[config.mk]
export PLATFORM = sky130hd
export DESIGN_NAME = fba_top
export DESIGN_NICKNAME = d
export VERILOG_FILES = /design/src/fba_pkg.sv /design/src/fba_top.sv /design/src/fba_sync2.sv /design/src/fba_crc_step.sv
export VERILOG_INCLUDE_DIRS = /design/src
export SDC_FILE = /design/constraint.sdc
export NUM_CORES = 1
export LEC_CHECK = 0
export BUFFER_PORTS_ARGS = -buffer_cell sky130_fd_sc_hd__buf_2
export CAP_MARGIN = 20
export CORE_MARGIN = 5
export CORE_UTILIZATION = 45
export DETAILED_ROUTE_END_ITERATION = 16
export GPL_TIMING_DRIVEN = 0
export HOLD_SLACK_MARGIN = 0.06
export MAX_ROUTING_LAYER = met4
export SLEW_MARGIN = 0
export SYNTH_ARGS = -nofsm -noshare
export SYNTH_HDL_FRONTEND = slang
export SYNTH_HIERARCHICAL = 1
export SYNTH_SLANG_ARGS = --single-unit
[constraint.sdc]
create_clock -name clk_i -period 7.9 [get_ports clk_i]
set_input_delay 0.79 -clock clk_i [delete_from_list [all_inputs] [get_ports clk_i]]
set_output_delay 0.79 -clock clk_i [all_outputs]
set_load 0.005 [all_outputs]
[src/fba_defines.svh]
// Constants for the flash boot and program access block.
`ifndef FBA_DEFINES_SVH
`define FBA_DEFINES_SVH

// =====================================================================
// Timing
`define FBA_CLK_MHZ 125
`define FBA_OP_TIME_US 2000
`define FBA_OP_CYCLES (`FBA_OP_TIME_US * `FBA_CLK_MHZ)
`define FBA_BOOT_WAIT 3'h3

// =====================================================================
// Array geometry
`define FBA_SECTOR_BYTES 1024
`define FBA_SECTOR_LSB 10
`define FBA_PAGE_BYTES 64
`define FBA_PAGE_LSB 6
`define FBA_LOADER_BYTES 512
`define FBA_SEC_READ_BIT 0
`define FBA_ERASED_BYTE 8'hFF

// =====================================================================
// Boot
`define FBA_START_ZERO 16'h0000
`define FBA_LOW_BYTE 8'h00
`define FBA_STATUS_ZERO 8'h00
`define FBA_VEC_FOUR 8'h0F
`define FBA_VEC_EIGHT 8'h1F

// =====================================================================
// Register selects, commands and status bits
`define FBA_REG_CTRL 2'h0
`define FBA_REG_DATA 2'h1
`define FBA_REG_ADDRL 2'h2
`define FBA_REG_ADDRH 2'h3
`define FBA_CMD_NONE 3'h0
`define FBA_CMD_LOAD 3'h1
`define FBA_CMD_PROG 3'h2
`define FBA_CMD_ERASE_BYTE 3'h3
`define FBA_CMD_ERASE_PAGE 3'h4
`define FBA_CMD_ERASE_SECTOR 3'h5
`define FBA_CMD_CRC_SECTOR 3'h6
`define FBA_CMD_CRC_ALL 3'h7
`define FBA_STAT_BUSY 7
`define FBA_STAT_FAIL 6
`define FBA_STAT_CRC_DONE 5
`define FBA_ESIZE_BYTE 2'h0
`define FBA_ESIZE_PAGE 2'h1
`define FBA_ESIZE_SECTOR 2'h2

// =====================================================================
// CRC and serial frame
`define FBA_CRC_INIT 32'hFFFF_FFFF
`define FBA_CRC_POLY 32'hEDB8_8320
`define FBA_ICP_HDR_BITS 5'h08
`define FBA_ICP_FRAME_BITS 5'h10
`define FBA_ICP_WR_BIT 7

`endif

[src/fba_pkg.sv]
// Types shared by the flash boot and program access block.
package fba_pkg;

   typedef enum logic [2:0] {
      FBA_BOOT,
      FBA_IDLE,
      FBA_TREAD,
      FBA_LOAD,
      FBA_HV,
      FBA_CRC
   } fba_state_t;

   typedef struct packed {
      fba_state_t st;
      logic [2:0] boot_cnt;
      logic [15:0] start_addr;
      logic start_valid;
      logic [7:0] cfg1;
      logic [7:0] cfg2;
      logic [2:0] cmd;
      logic [15:0] addr;
      logic [7:0] data;
      logic fail;
      logic crc_done;
      logic [63:0][7:0] page;
      logic [63:0] mask;
      logic [5:0] idx;
      logic [31:0] timer;
      logic [31:0] crc;
      logic [15:0] crc_end;
      logic [15:0] faddr;
      logic [7:0] fwdata;
      logic fwe;
      logic fprog;
      logic ferase;
      logic [1:0] esize;
      logic [7:0] tr_data;
      logic tr_valid;
      logic tr_refused;
      logic [7:0] icp_hdr;
      logic [7:0] icp_in;
      logic [7:0] icp_out;
      logic [4:0] icp_cnt;
      logic sclk_prev;
   } fba_top_state_t;

endpackage

[src/fba_top.sv]
// Flash boot selection, table read protection and program/erase engine.
// =====================================================================
// Overview of operation
// - Any single byte can be erased and programmed on its own.
// - Table reads return data only from sectors that are not secured.
// - No read-back verify; a 32-bit CRC covers one sector or all code.
// - Erase and program are blocked while the flash brownout detector trips.
// - The factory serial loader lives in the top 512 bytes of code space.
// - Erase and program are also reachable through four registers.
// - With boot status zero, execution starts at 0000H.
// - Otherwise start address is boot vector high byte, low byte 00H; a boot vector of FFH uses the factory vector.
// - Factory vector is 0FH for four sectors, 1FH for eight sectors.
// - Forcing serial programming mode at power-on acts like nonzero status.
// - In-circuit programming uses a serial clock and serial data pair.
// - Configuration bytes are read at power-up and then stay fixed.
// - One security byte per sector governs that sector's protection.
// - A 64-byte page buffer programs 1 to 64 bytes of a page at once.
// - Each program or erase finishes within 2 ms with on-chip timing.
`timescale 1ns/1ps
`include "fba_defines.svh"
module fba_top
   import fba_pkg::*;
#(
   parameter int NUM_SECTORS = 8,
   parameter int OP_CYCLES = `FBA_OP_CYCLES
) (
   input wire logic clk_i, // Processor clock.
   input wire logic rstn_i, // Asynchronous reset, active low.
   input wire logic [7:0] boot_status_i, // Stored boot status byte.
   input wire logic [7:0] boot_vector_i, // Stored boot vector.
   input wire logic [7:0] user_config_byte_one_i, // First configuration byte.
   input wire logic [7:0] user_config_byte_two_i, // Second configuration byte.
   input wire logic [NUM_SECTORS*8-1:0] sector_sec_i, // Security bytes, sector 0 low.
   input wire logic isp_force_i, // Pin forcing the serial loader.
   input wire logic brownout_detector_i, // Flash supply low, high active.
   output logic [15:0] start_addr_o, // Execution start address.
   output logic start_valid_o, // Start address is settled.
   output logic [15:0] loader_base_o, // Base of the loader region.
   output logic [7:0] cfg_one_o, // Latched first config byte.
   output logic [7:0] cfg_two_o, // Latched second config byte.
   input wire logic tr_req_i, // Table read request.
   input wire logic [15:0] tr_addr_i, // Table read address.
   output logic tr_ready_o, // Table read can be taken.
   output logic [7:0] tr_data_o, // Table read data.
   output logic tr_valid_o, // Table read data valid pulse.
   output logic tr_refused_o, // Table read refused pulse.
   input wire logic iap_wr_i, // Register write strobe.
   input wire logic [1:0] iap_sel_i, // Register select.
   input wire logic [7:0] iap_wdata_i, // Register write data.
   output logic [7:0] iap_rdata_o, // Selected register value.
   output logic [31:0] crc_o, // CRC result.
   input wire logic icp_mode_i, // In-circuit programming active.
   input wire logic icp_sclk_i, // Serial clock from programmer.
   input wire logic icp_sdata_i, // Serial data line, in.
   output logic icp_sdata_o, // Serial data line, out.
   output logic icp_sdata_oe_o, // Serial data line, drive enable.
   output logic [15:0] flash_addr_o, // Array address.
   input wire logic [7:0] flash_rdata_i, // Array read data, same cycle.
   output logic [7:0] flash_wdata_o, // Byte into the array latch.
   output logic flash_we_o, // Byte latch strobe.
   output logic flash_prog_o, // Program pulse, level.
   output logic flash_erase_o, // Erase pulse, level.
   output logic [1:0] flash_esize_o // Erase extent.
);
   localparam int SW = $clog2(NUM_SECTORS);
   localparam int CODE_BYTES = NUM_SECTORS * `FBA_SECTOR_BYTES;
   localparam int HV_CYCLES = OP_CYCLES - `FBA_PAGE_BYTES - 4;
   localparam logic [15:0] LAST_ADDR = 16'(CODE_BYTES - 1);
   localparam logic [7:0] FACTORY_VEC = (NUM_SECTORS == 8) ? `FBA_VEC_EIGHT : `FBA_VEC_FOUR;

   initial begin
      if (NUM_SECTORS != 4 && NUM_SECTORS != 8) begin
         $error("fba_top supports four or eight sectors only");
      end
      if (OP_CYCLES < `FBA_PAGE_BYTES + 8) begin
         $error("fba_top needs a longer operation time");
      end
   end

   // =====================================================================
   // Pin synchronisation
   logic [4:0] pin_sync;
   logic bo_s;
   logic isp_s;
   logic icpm_s;
   logic sclk_s;
   logic sdat_s;

   fba_sync2 #(.W(5)) u_sync (
      .clk_i(clk_i),
      .rstn_i(rstn_i),
      .d_i({brownout_detector_i, isp_force_i, icp_mode_i, icp_sclk_i, icp_sdata_i}),
      .q_o(pin_sync)
   );
   assign {bo_s, isp_s, icpm_s, sclk_s, sdat_s} = pin_sync;

   // =====================================================================
   // Sector protection
   logic [NUM_SECTORS-1:0] sec_rd;
   for (genvar g = 0; g < NUM_SECTORS; g++) begin : g_sec
      assign sec_rd[g] = sector_sec_i[g*8 + `FBA_SEC_READ_BIT];
   end

   fba_top_state_t r_reg;
   fba_top_state_t r_next;

   logic [31:0] crc_step;
   fba_crc_step u_crc (
      .crc_i(r_reg.crc),
      .data_i(flash_rdata_i),
      .crc_o(crc_step)
   );

   // =====================================================================
   // Serial frame decode and register write merge
   logic sclk_rise;
   logic icp_done;
   logic icp_wr;
   logic reg_wr;
   logic [1:0] reg_sel;
   logic [7:0] reg_wdata;
   logic tr_ok;

   assign sclk_rise = icpm_s & sclk_s & ~r_reg.sclk_prev;
   assign icp_done = sclk_rise && (r_reg.icp_cnt == `FBA_ICP_FRAME_BITS - 5'h01);
   assign icp_wr = icp_done & r_reg.icp_hdr[`FBA_ICP_WR_BIT];
   assign reg_wr = icpm_s ? icp_wr : iap_wr_i;
   assign reg_sel = icpm_s ? r_reg.icp_hdr[1:0] : iap_sel_i;
   assign reg_wdata = icpm_s ? {r_reg.icp_in[6:0], sdat_s} : iap_wdata_i;
   assign tr_ready_o = (r_reg.st == FBA_IDLE) & ~reg_wr;
   assign tr_ok = (tr_addr_i <= LAST_ADDR) && !sec_rd[tr_addr_i[`FBA_SECTOR_LSB +: SW]];

   function automatic logic [7:0] reg_value(input fba_top_state_t s, input logic [1:0] sel);
      logic [7:0] v;
      v = '0;
      unique case (sel)
         `FBA_REG_CTRL: begin
            v[`FBA_STAT_BUSY] = (s.st != FBA_IDLE);
            v[`FBA_STAT_FAIL] = s.fail;
            v[`FBA_STAT_CRC_DONE] = s.crc_done;
            v[2:0] = s.cmd;
         end
         `FBA_REG_DATA: v = s.data;
         `FBA_REG_ADDRL: v = s.addr[7:0];
         `FBA_REG_ADDRH: v = s.addr[15:8];
      endcase
      return v;
   endfunction

   // =====================================================================
   // Next state
   always_comb begin
      r_next = r_reg;
      r_next.fwe = 1'b0;
      r_next.tr_valid = 1'b0;
      r_next.tr_refused = 1'b0;
      r_next.sclk_prev = sclk_s;

      if (!icpm_s) begin
         r_next.icp_cnt = '0;
      end else if (sclk_rise) begin
         r_next.icp_in = {r_reg.icp_in[6:0], sdat_s};
         r_next.icp_cnt = icp_done ? 5'h00 : r_reg.icp_cnt + 5'h01;
         r_next.icp_out = {r_reg.icp_out[6:0], 1'b0};
         if (r_reg.icp_cnt == `FBA_ICP_HDR_BITS - 5'h01) begin
            r_next.icp_hdr = {r_reg.icp_in[6:0], sdat_s};
            r_next.icp_out = reg_value(r_reg, {r_reg.icp_in[0], sdat_s});
         end
      end

      // Data and address writes are ignored while an operation runs.
      if (reg_wr && r_reg.st == FBA_IDLE) begin
         unique case (reg_sel)
            `FBA_REG_CTRL: begin
               r_next.cmd = reg_wdata[2:0];
               if (reg_wdata[`FBA_STAT_FAIL]) begin
                  r_next.fail = 1'b0;
               end
               if (reg_wdata[`FBA_STAT_CRC_DONE]) begin
                  r_next.crc_done = 1'b0;
               end
            end
            `FBA_REG_DATA: r_next.data = reg_wdata;
            `FBA_REG_ADDRL: r_next.addr[7:0] = reg_wdata;
            `FBA_REG_ADDRH: r_next.addr[15:8] = reg_wdata;
         endcase
      end

      unique case (r_reg.st)
         FBA_BOOT: begin
            r_next.boot_cnt = r_reg.boot_cnt + 3'h1;
            if (r_reg.boot_cnt == `FBA_BOOT_WAIT) begin
               r_next.st = FBA_IDLE;
               r_next.start_valid = 1'b1;
               r_next.cfg1 = user_config_byte_one_i;
               r_next.cfg2 = user_config_byte_two_i;
               r_next.start_addr = `FBA_START_ZERO;
               if (boot_status_i != `FBA_STATUS_ZERO || isp_s) begin
                  r_next.start_addr = {boot_vector_i, `FBA_LOW_BYTE};
                  if (boot_vector_i == `FBA_ERASED_BYTE) begin
                     r_next.start_addr = {FACTORY_VEC, `FBA_LOW_BYTE};
                  end
               end
            end
         end
         FBA_IDLE: begin
            if (reg_wr && reg_sel == `FBA_REG_CTRL) begin
               unique case (reg_wdata[2:0])
                  `FBA_CMD_LOAD: begin
                     r_next.page[r_reg.addr[5:0]] = r_reg.data;
                     r_next.mask[r_reg.addr[5:0]] = 1'b1;
                  end
                  `FBA_CMD_PROG, `FBA_CMD_ERASE_BYTE, `FBA_CMD_ERASE_PAGE,
                  `FBA_CMD_ERASE_SECTOR: begin
                     if (bo_s) begin
                        r_next.fail = 1'b1;
                     end else if (reg_wdata[2:0] == `FBA_CMD_PROG) begin
                        r_next.idx = '0;
                        r_next.st = FBA_LOAD;
                     end else begin
                        r_next.faddr = r_reg.addr;
                        r_next.esize = (reg_wdata[2:0] == `FBA_CMD_ERASE_BYTE) ?
                           `FBA_ESIZE_BYTE : (reg_wdata[2:0] == `FBA_CMD_ERASE_PAGE) ?
                           `FBA_ESIZE_PAGE : `FBA_ESIZE_SECTOR;
                        r_next.ferase = 1'b1;
                        r_next.timer = '0;
                        r_next.st = FBA_HV;
                     end
                  end
                  `FBA_CMD_CRC_SECTOR, `FBA_CMD_CRC_ALL: begin
                     r_next.crc = `FBA_CRC_INIT;
                     r_next.crc_done = 1'b0;
                     r_next.st = FBA_CRC;
                     if (reg_wdata[2:0] == `FBA_CMD_CRC_ALL) begin
                        r_next.faddr = `FBA_START_ZERO;
                        r_next.crc_end = LAST_ADDR;
                     end else begin
                        r_next.faddr = {r_reg.addr[15:10], 10'h000};
                        r_next.crc_end = {r_reg.addr[15:10], 10'h3FF};
                     end
                  end
                  default: begin
                  end
               endcase
            end else if (tr_req_i) begin
               if (tr_ok) begin
                  r_next.faddr = tr_addr_i;
                  r_next.st = FBA_TREAD;
               end else begin
                  r_next.tr_refused = 1'b1;
               end
            end
         end
         FBA_TREAD: begin
            r_next.tr_data = flash_rdata_i;
            r_next.tr_valid = 1'b1;
            r_next.st = FBA_IDLE;
         end
         FBA_LOAD: begin
            r_next.faddr = {r_reg.addr[15:6], r_reg.idx};
            r_next.fwdata = r_reg.page[r_reg.idx];
            r_next.fwe = r_reg.mask[r_reg.idx];
            r_next.idx = r_reg.idx + 6'h01;
            if (r_reg.idx == 6'(`FBA_PAGE_BYTES - 1)) begin
               r_next.fprog = 1'b1;
               r_next.timer = '0;
               r_next.st = FBA_HV;
            end
         end
         FBA_HV: begin
            r_next.timer = r_reg.timer + 32'h0000_0001;
            if (bo_s || r_reg.timer == 32'(HV_CYCLES - 1)) begin
               r_next.fail = r_reg.fail | bo_s;
               r_next.fprog = 1'b0;
               r_next.ferase = 1'b0;
               r_next.st = FBA_IDLE;
               if (r_reg.fprog) begin
                  r_next.mask = '0;
               end
            end
         end
         FBA_CRC: begin
            r_next.crc = crc_step;
            r_next.faddr = r_reg.faddr + 16'h0001;
            if (r_reg.faddr == r_reg.crc_end) begin
               r_next.crc_done = 1'b1;
               r_next.st = FBA_IDLE;
            end
         end
      endcase
   end

   always_ff @(posedge clk_i or negedge rstn_i) begin
      if (!rstn_i) begin
         r_reg <= '0;
         r_reg.st <= FBA_BOOT;
         r_reg.crc <= `FBA_CRC_INIT;
      end else begin
         r_reg <= r_next;
      end
   end

   // =====================================================================
   // Outputs
   assign start_addr_o = r_reg.start_addr;
   assign start_valid_o = r_reg.start_valid;
   assign loader_base_o = 16'(CODE_BYTES - `FBA_LOADER_BYTES);
   assign cfg_one_o = r_reg.cfg1;
   assign cfg_two_o = r_reg.cfg2;
   assign tr_data_o = r_reg.tr_data;
   assign tr_valid_o = r_reg.tr_valid;
   assign tr_refused_o = r_reg.tr_refused;
   assign iap_rdata_o = reg_value(r_reg, iap_sel_i);
   assign crc_o = r_reg.crc;
   assign icp_sdata_o = r_reg.icp_out[7];
   assign icp_sdata_oe_o = icpm_s && (r_reg.icp_cnt >= `FBA_ICP_HDR_BITS) &&
                           !r_reg.icp_hdr[`FBA_ICP_WR_BIT];
   assign flash_addr_o = r_reg.faddr;
   assign flash_wdata_o = r_reg.fwdata;
   assign flash_we_o = r_reg.fwe;
   assign flash_prog_o = r_reg.fprog;
   assign flash_erase_o = r_reg.ferase;
   assign flash_esize_o = r_reg.esize;
endmodule

[src/fba_sync2.sv]
// Two-stage synchroniser for asynchronous pin inputs.
`timescale 1ns/1ps
module fba_sync2 #(
   parameter int W = 1
) (
   input wire logic clk_i,          // Clock.
   input wire logic rstn_i,         // Asynchronous reset, active low.
   input wire logic [W-1:0] d_i,    // Asynchronous inputs.
   output logic [W-1:0] q_o         // Synchronised outputs.
);
   typedef struct packed {
      logic [W-1:0] s1;
      logic [W-1:0] s2;
   } fba_sync_state_t;

   fba_sync_state_t s_reg;
   fba_sync_state_t s_next;

   initial begin
      if (W < 1) begin
         $error("fba_sync2 needs at least one bit");
      end
   end

   always_comb begin
      s_next = s_reg;
      s_next.s1 = d_i;
      s_next.s2 = s_reg.s1;
   end

   always_ff @(posedge clk_i or negedge rstn_i) begin
      if (!rstn_i) begin
         s_reg <= '0;
      end else begin
         s_reg <= s_next;
      end
   end

   assign q_o = s_reg.s2;
endmodule

[src/fba_crc_step.sv]
// One byte step of the reflected 32-bit CRC.
`timescale 1ns/1ps
`include "fba_defines.svh"
module fba_crc_step (
   input wire logic [31:0] crc_i,   // CRC before the byte.
   input wire logic [7:0] data_i,   // Byte folded in.
   output logic [31:0] crc_o        // CRC after the byte.
);
   always_comb begin
      logic [31:0] c;
      c = crc_i ^ {24'h00_0000, data_i};
      for (int b = 0; b < 8; b++) begin
         c = c[0] ? ((c >> 1) ^ `FBA_CRC_POLY) : (c >> 1);
      end
      crc_o = c;
   end
endmodule

Word level (Yosys, flattened, before mapping)
Cells that the tools add are included.
{"block": "word_totals", "input_bits": 139, "regBits": 808}
{"block": "classes", "muxes": 94, "reduce_logical": 42, "bitwise": 19, "magnitude_cmp": 6, "n_eq_ne": 47, "add_sub_neg": 5}
{"op": "two-way mux 664 bit", "count": 1}
{"op": "two-way mux 576 bit", "count": 1}
{"op": "bitwise mux 512 bit", "count": 1}
{"op": "two-way mux 32 bit", "count": 11}
{"op": "two-way mux 64 bit", "count": 2}
{"op": "one-hot mux 64 bit (2 select lines)", "count": 1}
{"op": "two-way mux 16 bit", "count": 7}
{"op": "NOT 13 -> 14 bit", "count": 8}
{"op": "one-hot mux 32 bit (3 select lines)", "count": 1}
{"op": "two-way mux 38 bit", "count": 2}
{"op": "OR 64 bit", "count": 1}
{"op": "one-hot mux 32 bit (2 select lines)", "count": 1}
{"op": "binary-select mux 8 bit (select 6 bit)", "count": 1}
{"op": "demux 8 bit (select 6 bit)", "count": 1}
{"op": "two-way mux 48 bit", "count": 1}
{"op": "one-hot mux 16 bit (3 select lines)", "count": 1}
{"op": "one-hot mux 3 bit (4 select lines)", "count": 4}
{"op": "two-way mux 3 bit", "count": 13}
{"op": "adder 32 x 1 -> 32 bit (second input constant)", "count": 1}
{"op": "== test 32 x 18 -> 1 bit (second input constant)", "count": 1}
{"op": "two-way mux 8 bit", "count": 4}
{"op": "one-hot mux 16 bit (2 select lines)", "count": 1}
{"op": "bitwise XOR 32 x 8 -> 32 bit", "count": 1}
{"op": "== test 3 bit (second input constant)", "count": 6}
{"op": "other kinds (54)", "count": 141}

Logic depth before layout (Yosys ltp)
{"block": "depth", "ltp_word": 18, "ltp_mapped": 11, "depth_no_buf": 9}

Hierarchy
Netlist, hierarchy kept.
{"mod": "fba_top", "cells_per_inst": 2935, "n_inst": 1, "area_per_inst_um2": 37264.5, "seq_area_each_um2": 19458.7}
{"mod": "fba_crc_step", "cells_per_inst": 73, "n_inst": 1, "area_per_inst_um2": 820.8, "seq_area_each_um2": 0.0}
{"mod": "fba_sync2", "cells_per_inst": 10, "n_inst": 1, "area_per_inst_um2": 250.2, "seq_area_each_um2": 250.2}

Least setup slack after synthesis
OpenSTA, ideal clock, no wires.
{"block": "synth_path", "path_kind": "input to register", "startpoint": "input port iap_sel_i[0]", "endpoint": "register (tool-made name)", "path_slack_ns": 5.136, "arrival_ns": 2.640, "cell_stages": 7, "path_cell_list": "nor3_1 -> or2_1 -> nand3_1 -> buf_2 -> nor4_4 -> nand2_2 -> mux2_2"}
{"element": "from (decl)", "line": "fba_top.sv:48", "source": "input wire logic [1:0] iap_sel_i,"}

Worst setup path after layout
{"block": "layout_path", "startpoint": "register r_reg[151] (netlist name)", "endpoint": "register r_reg (netlist bit flash_wdata_o[6])"}
{"block": "layout_via", "elab_chain_len": 2}
{"element": "from (decl)", "line": "fba_top.sv:104", "source": "fba_top_state_t r_reg;"}
{"element": "from (signal assigned)", "line": "fba_top.sv:299", "source": "r_reg <= r_next;"}
{"element": "binary-select mux 8 bit (select 6 bit)", "line": "fba_top.sv:261", "source": "r_next.fwdata = r_reg.page[r_reg.idx];"}
{"element": "two-way mux 8 bit (not written as such)", "line": "fba_top.sv:261"}
Every way passes these cells. The select of a mux whose other input is x is not followed.
A chain may end at the register's enable or synchronous reset.

==> metrics <==
outcome completed; final cell count without fillers 4554; vias in the first global route 27700; row cnt around 110; crit path cell chain clkbuf_1, buf_2, buf_1, clkbuf_1, mux4_2, mux2i_1, o21ai_0, a41o_1; core area 0.0849 mm²; WP data required 8.45 ns; CTS root buf clkbuf_16; # H-tree levels 3; Avg Cell Area, Syn ~13 µm²; period utilization 0.587; top sig layer met4; initial antenna violation count 4; ys flop type dfrtp_1; Post-Place Cells ~4400; 1st-iter DRT viols between 2000 and 2500; io pins 270; Worst Skew 0.0385 ns; met3 WL 8.36 mm; area of the mapped netlist 0.0383 mm²; DR vias 27000; Ys Warns 6; Synth Instances 3018; Final setup viols 0; Chip Height just over 300 µm; final net count 3488; share of cells above drive strength 1 0.373; Die X approximately 300 µm; Yosys reg bits slightly below 800; Worst slew margin 0.210; largest net degree at the start of global routing around 130; fraction of registers with async set/reset 1.00; critical path endpoint category flip-flop; post-detail-place hpwl 84.9 mm; sequential area share after synthesis 0.514; WL met2 roughly 56 mm; metal1 wirelength 49.6 mm; CP max FO 10; VDD IR max 0.000184 V; Setup CP Type reg -> reg; Port Buf Inserts 189; Residual DRC 0; Tightest Pin Transition between 1 and 1.5 ns; clock buffer depth 3; Worst Hold Class in -> reg; unrepaired setup endpoints after global routing false; max_cap viols 0; Area Overhead vs Synth 15.1%; post-CTS setup buffer count 0; Top cell by count, worst path clkbuf_1; clock slew at reported path FFs 0.06 ns; Setup TNS 0 ns; LEAKAGE 20.5 nW; Detail Route Antenna Nets 0; crit path launch type flip-flop; WP data arrival 5.19 ns; WL/cell 26.1 µm; GR Util All Layers 0.265; Placer Congestion 0.967; first-pass GRT wire length 177 mm; post-cts resize count 0; final hold vios 0; Starting Density 0.452; Clock Sinks about 790; Post-synth EDFFs 0; synth unique cells 82; DR pass1 iterations 7; Hold WS 0.237 ns; Final min period 4.64 ns; CP max stage delay a little over 0.9 ns; slowest CP cell clkbuf_1; Pwr per Cell Area 335 mW/mm²; GR Overflow Total 0; fmax between 0.2 and 0.25 GHz; full die area 0.0911 mm²; Clock Latency Late Sink 0.67 ns; TritonCTS buffer count 88; vias per cell 5.93; WL final around 120 mm; CTS tree yes; Slew Limit Fails 0
## synth_stat cells, types with 19 or more instances
cell / n / area share
a21oi_1: 77 / 0.010
a31oi_1: 50 / 0.0082
buf_1: 26 / 0.0025
buf_2: 26 / 0.0034
buf_4: 115 / 0.023
clkbuf_1: 152 / 0.015
dfrtp_1: 754 / 0.49
dfstp_2: 32 / 0.022
inv_1: 19 / 0.0019
mux2_2: 553 / 0.16
mux2i_1: 82 / 0.021
mux4_2: 135 / 0.079
nand2_1: 178 / 0.017
nand3_1: 45 / 0.0059
nor2_1: 150 / 0.015
nor3_1: 40 / 0.0052
o21a_1: 19 / 0.0037
o21ai_0: 146 / 0.019
o22a_1: 32 / 0.0073
xnor2_1: 51 / 0.012
## power by group
group,internal (mW),switching (mW)
clock network,2.47,1.70
registers,4.54,0.442
logic,2.13,3.50
total,9.14,5.64
## repair_timing
item,CTS,global route
hold buffers,1,0
endpoints found under the hold margin,15,0
setup endpoints to repair,0,0
## critical path, delay by kind of cell, from the launching register on
family / cells / cell delay, ns
flip-flops: 1 / 0.33
multiplexers: 2 / 0.75
buffers and inverters: 4 / 2.69
AO/OA/AOI/OAI: 2 / 0.71
## cells by family after synthesis
kind of cell               synth area share
adders and majority gates           0.00228
other                              0.000196
AOI/OAI and AO/OA                    0.0789
DFF                                   0.514
buffers and inverters                0.0454
and+or+nand+nor                      0.0722
muxes                                 0.263
xor gates and xnor gates             0.0238
## routing by layer
layer,vias up,track usage
li1,11600,-
met1,14000,0.347
met2,1201,0.420
met3,245,0.0499
met4,0,0.0894
met5,-,-
## cells in the final DEF (no fill, tap or decap), types with 11 or more instances in the layout
| cell type | count |
|---|---|
| and2_1 | 12 |
| a31oi_1 | 50 |
| nor2_2 | 18 |
| mux2i_1 | 82 |
| o21ai_0 | 146 |
| xor2_1 | 18 |
| xnor2_1 | 51 |
| mux4_2 | 135 |
| buf_2 | 216 |
| dfrtp_1 | 754 |
| a22o_1 | 17 |
| a21oi_1 | 77 |
| and3_1 | 11 |
| o22a_1 | 32 |
| o31ai_1 | 15 |
| a221oi_1 | 14 |
| nor2b_1 | 11 |
| nor3_1 | 39 |
| nand3_1 | 45 |
| clkbuf_1 | 169 |
| nand2_1 | 178 |
| clkbuf_8 | 18 |
| clkinv_2 | 17 |
| a22oi_1 | 12 |
| clkbuf_16 | 89 |
| o21a_1 | 19 |
| nand4_1 | 16 |
| dfstp_2 | 32 |
| nor2_1 | 150 |
| buf_4 | 117 |
| o22ai_1 | 14 |
| conb_1 | 24 |
| a211oi_1 | 15 |
| mux2_2 | 553 |
| inv_1 | 19 |
| buf_1 | 28 |
## per-stage QoR
step | instance area (µm²) | setup WS (ns) | power, mW | utilization
2_1_floorplan | 38400 | 5.14 | 8.33 | -
3_3_place_gp | 40800 | -9.92 | 10.4 | 0.481
3_5_place_dp | 41100 | 3.39 | 10.6 | 0.484
4_1_cts | 44100 | 3.37 | 14.8 | 0.519
5_1_grt | 44100 | 3.33 | 15.4 | 0.520
6_report | 44100 | 3.26 | 14.8 | 0.520
## final timing paths
kind	from	to	slack, ns	depth (start not counted)
setup / recovery	r_reg[151]	flash_wdata_o[6]	3.26	8
hold / removal	icp_mode_i	u_sync/s_next[2]	0.24	1
setup reg to reg	r_reg[151]	flash_wdata_o[6]	3.26	8
hold reg to reg	u_sync/s_next[3]	u_sync/q_o[3]	0.35	0
max in group asynchronous	rstn_i	async pin	5.45	5
min in group asynchronous	rstn_i	tr_data_o[6]	0.57	2
## layout make-up
cell class              count  area [µm²]
plain buffers             319        1660
flip-flops and latches    786       19700
clock inverters            32         393
clock buffers             124        2540
repair buffers            212        1330
diodes                      2        5.00
inverters                  20        77.6
fillers                  7382       40800
multi-input cells        1915       17000
well taps                1144        1430
No activity file was read; power rests on OpenSTA's default activity.
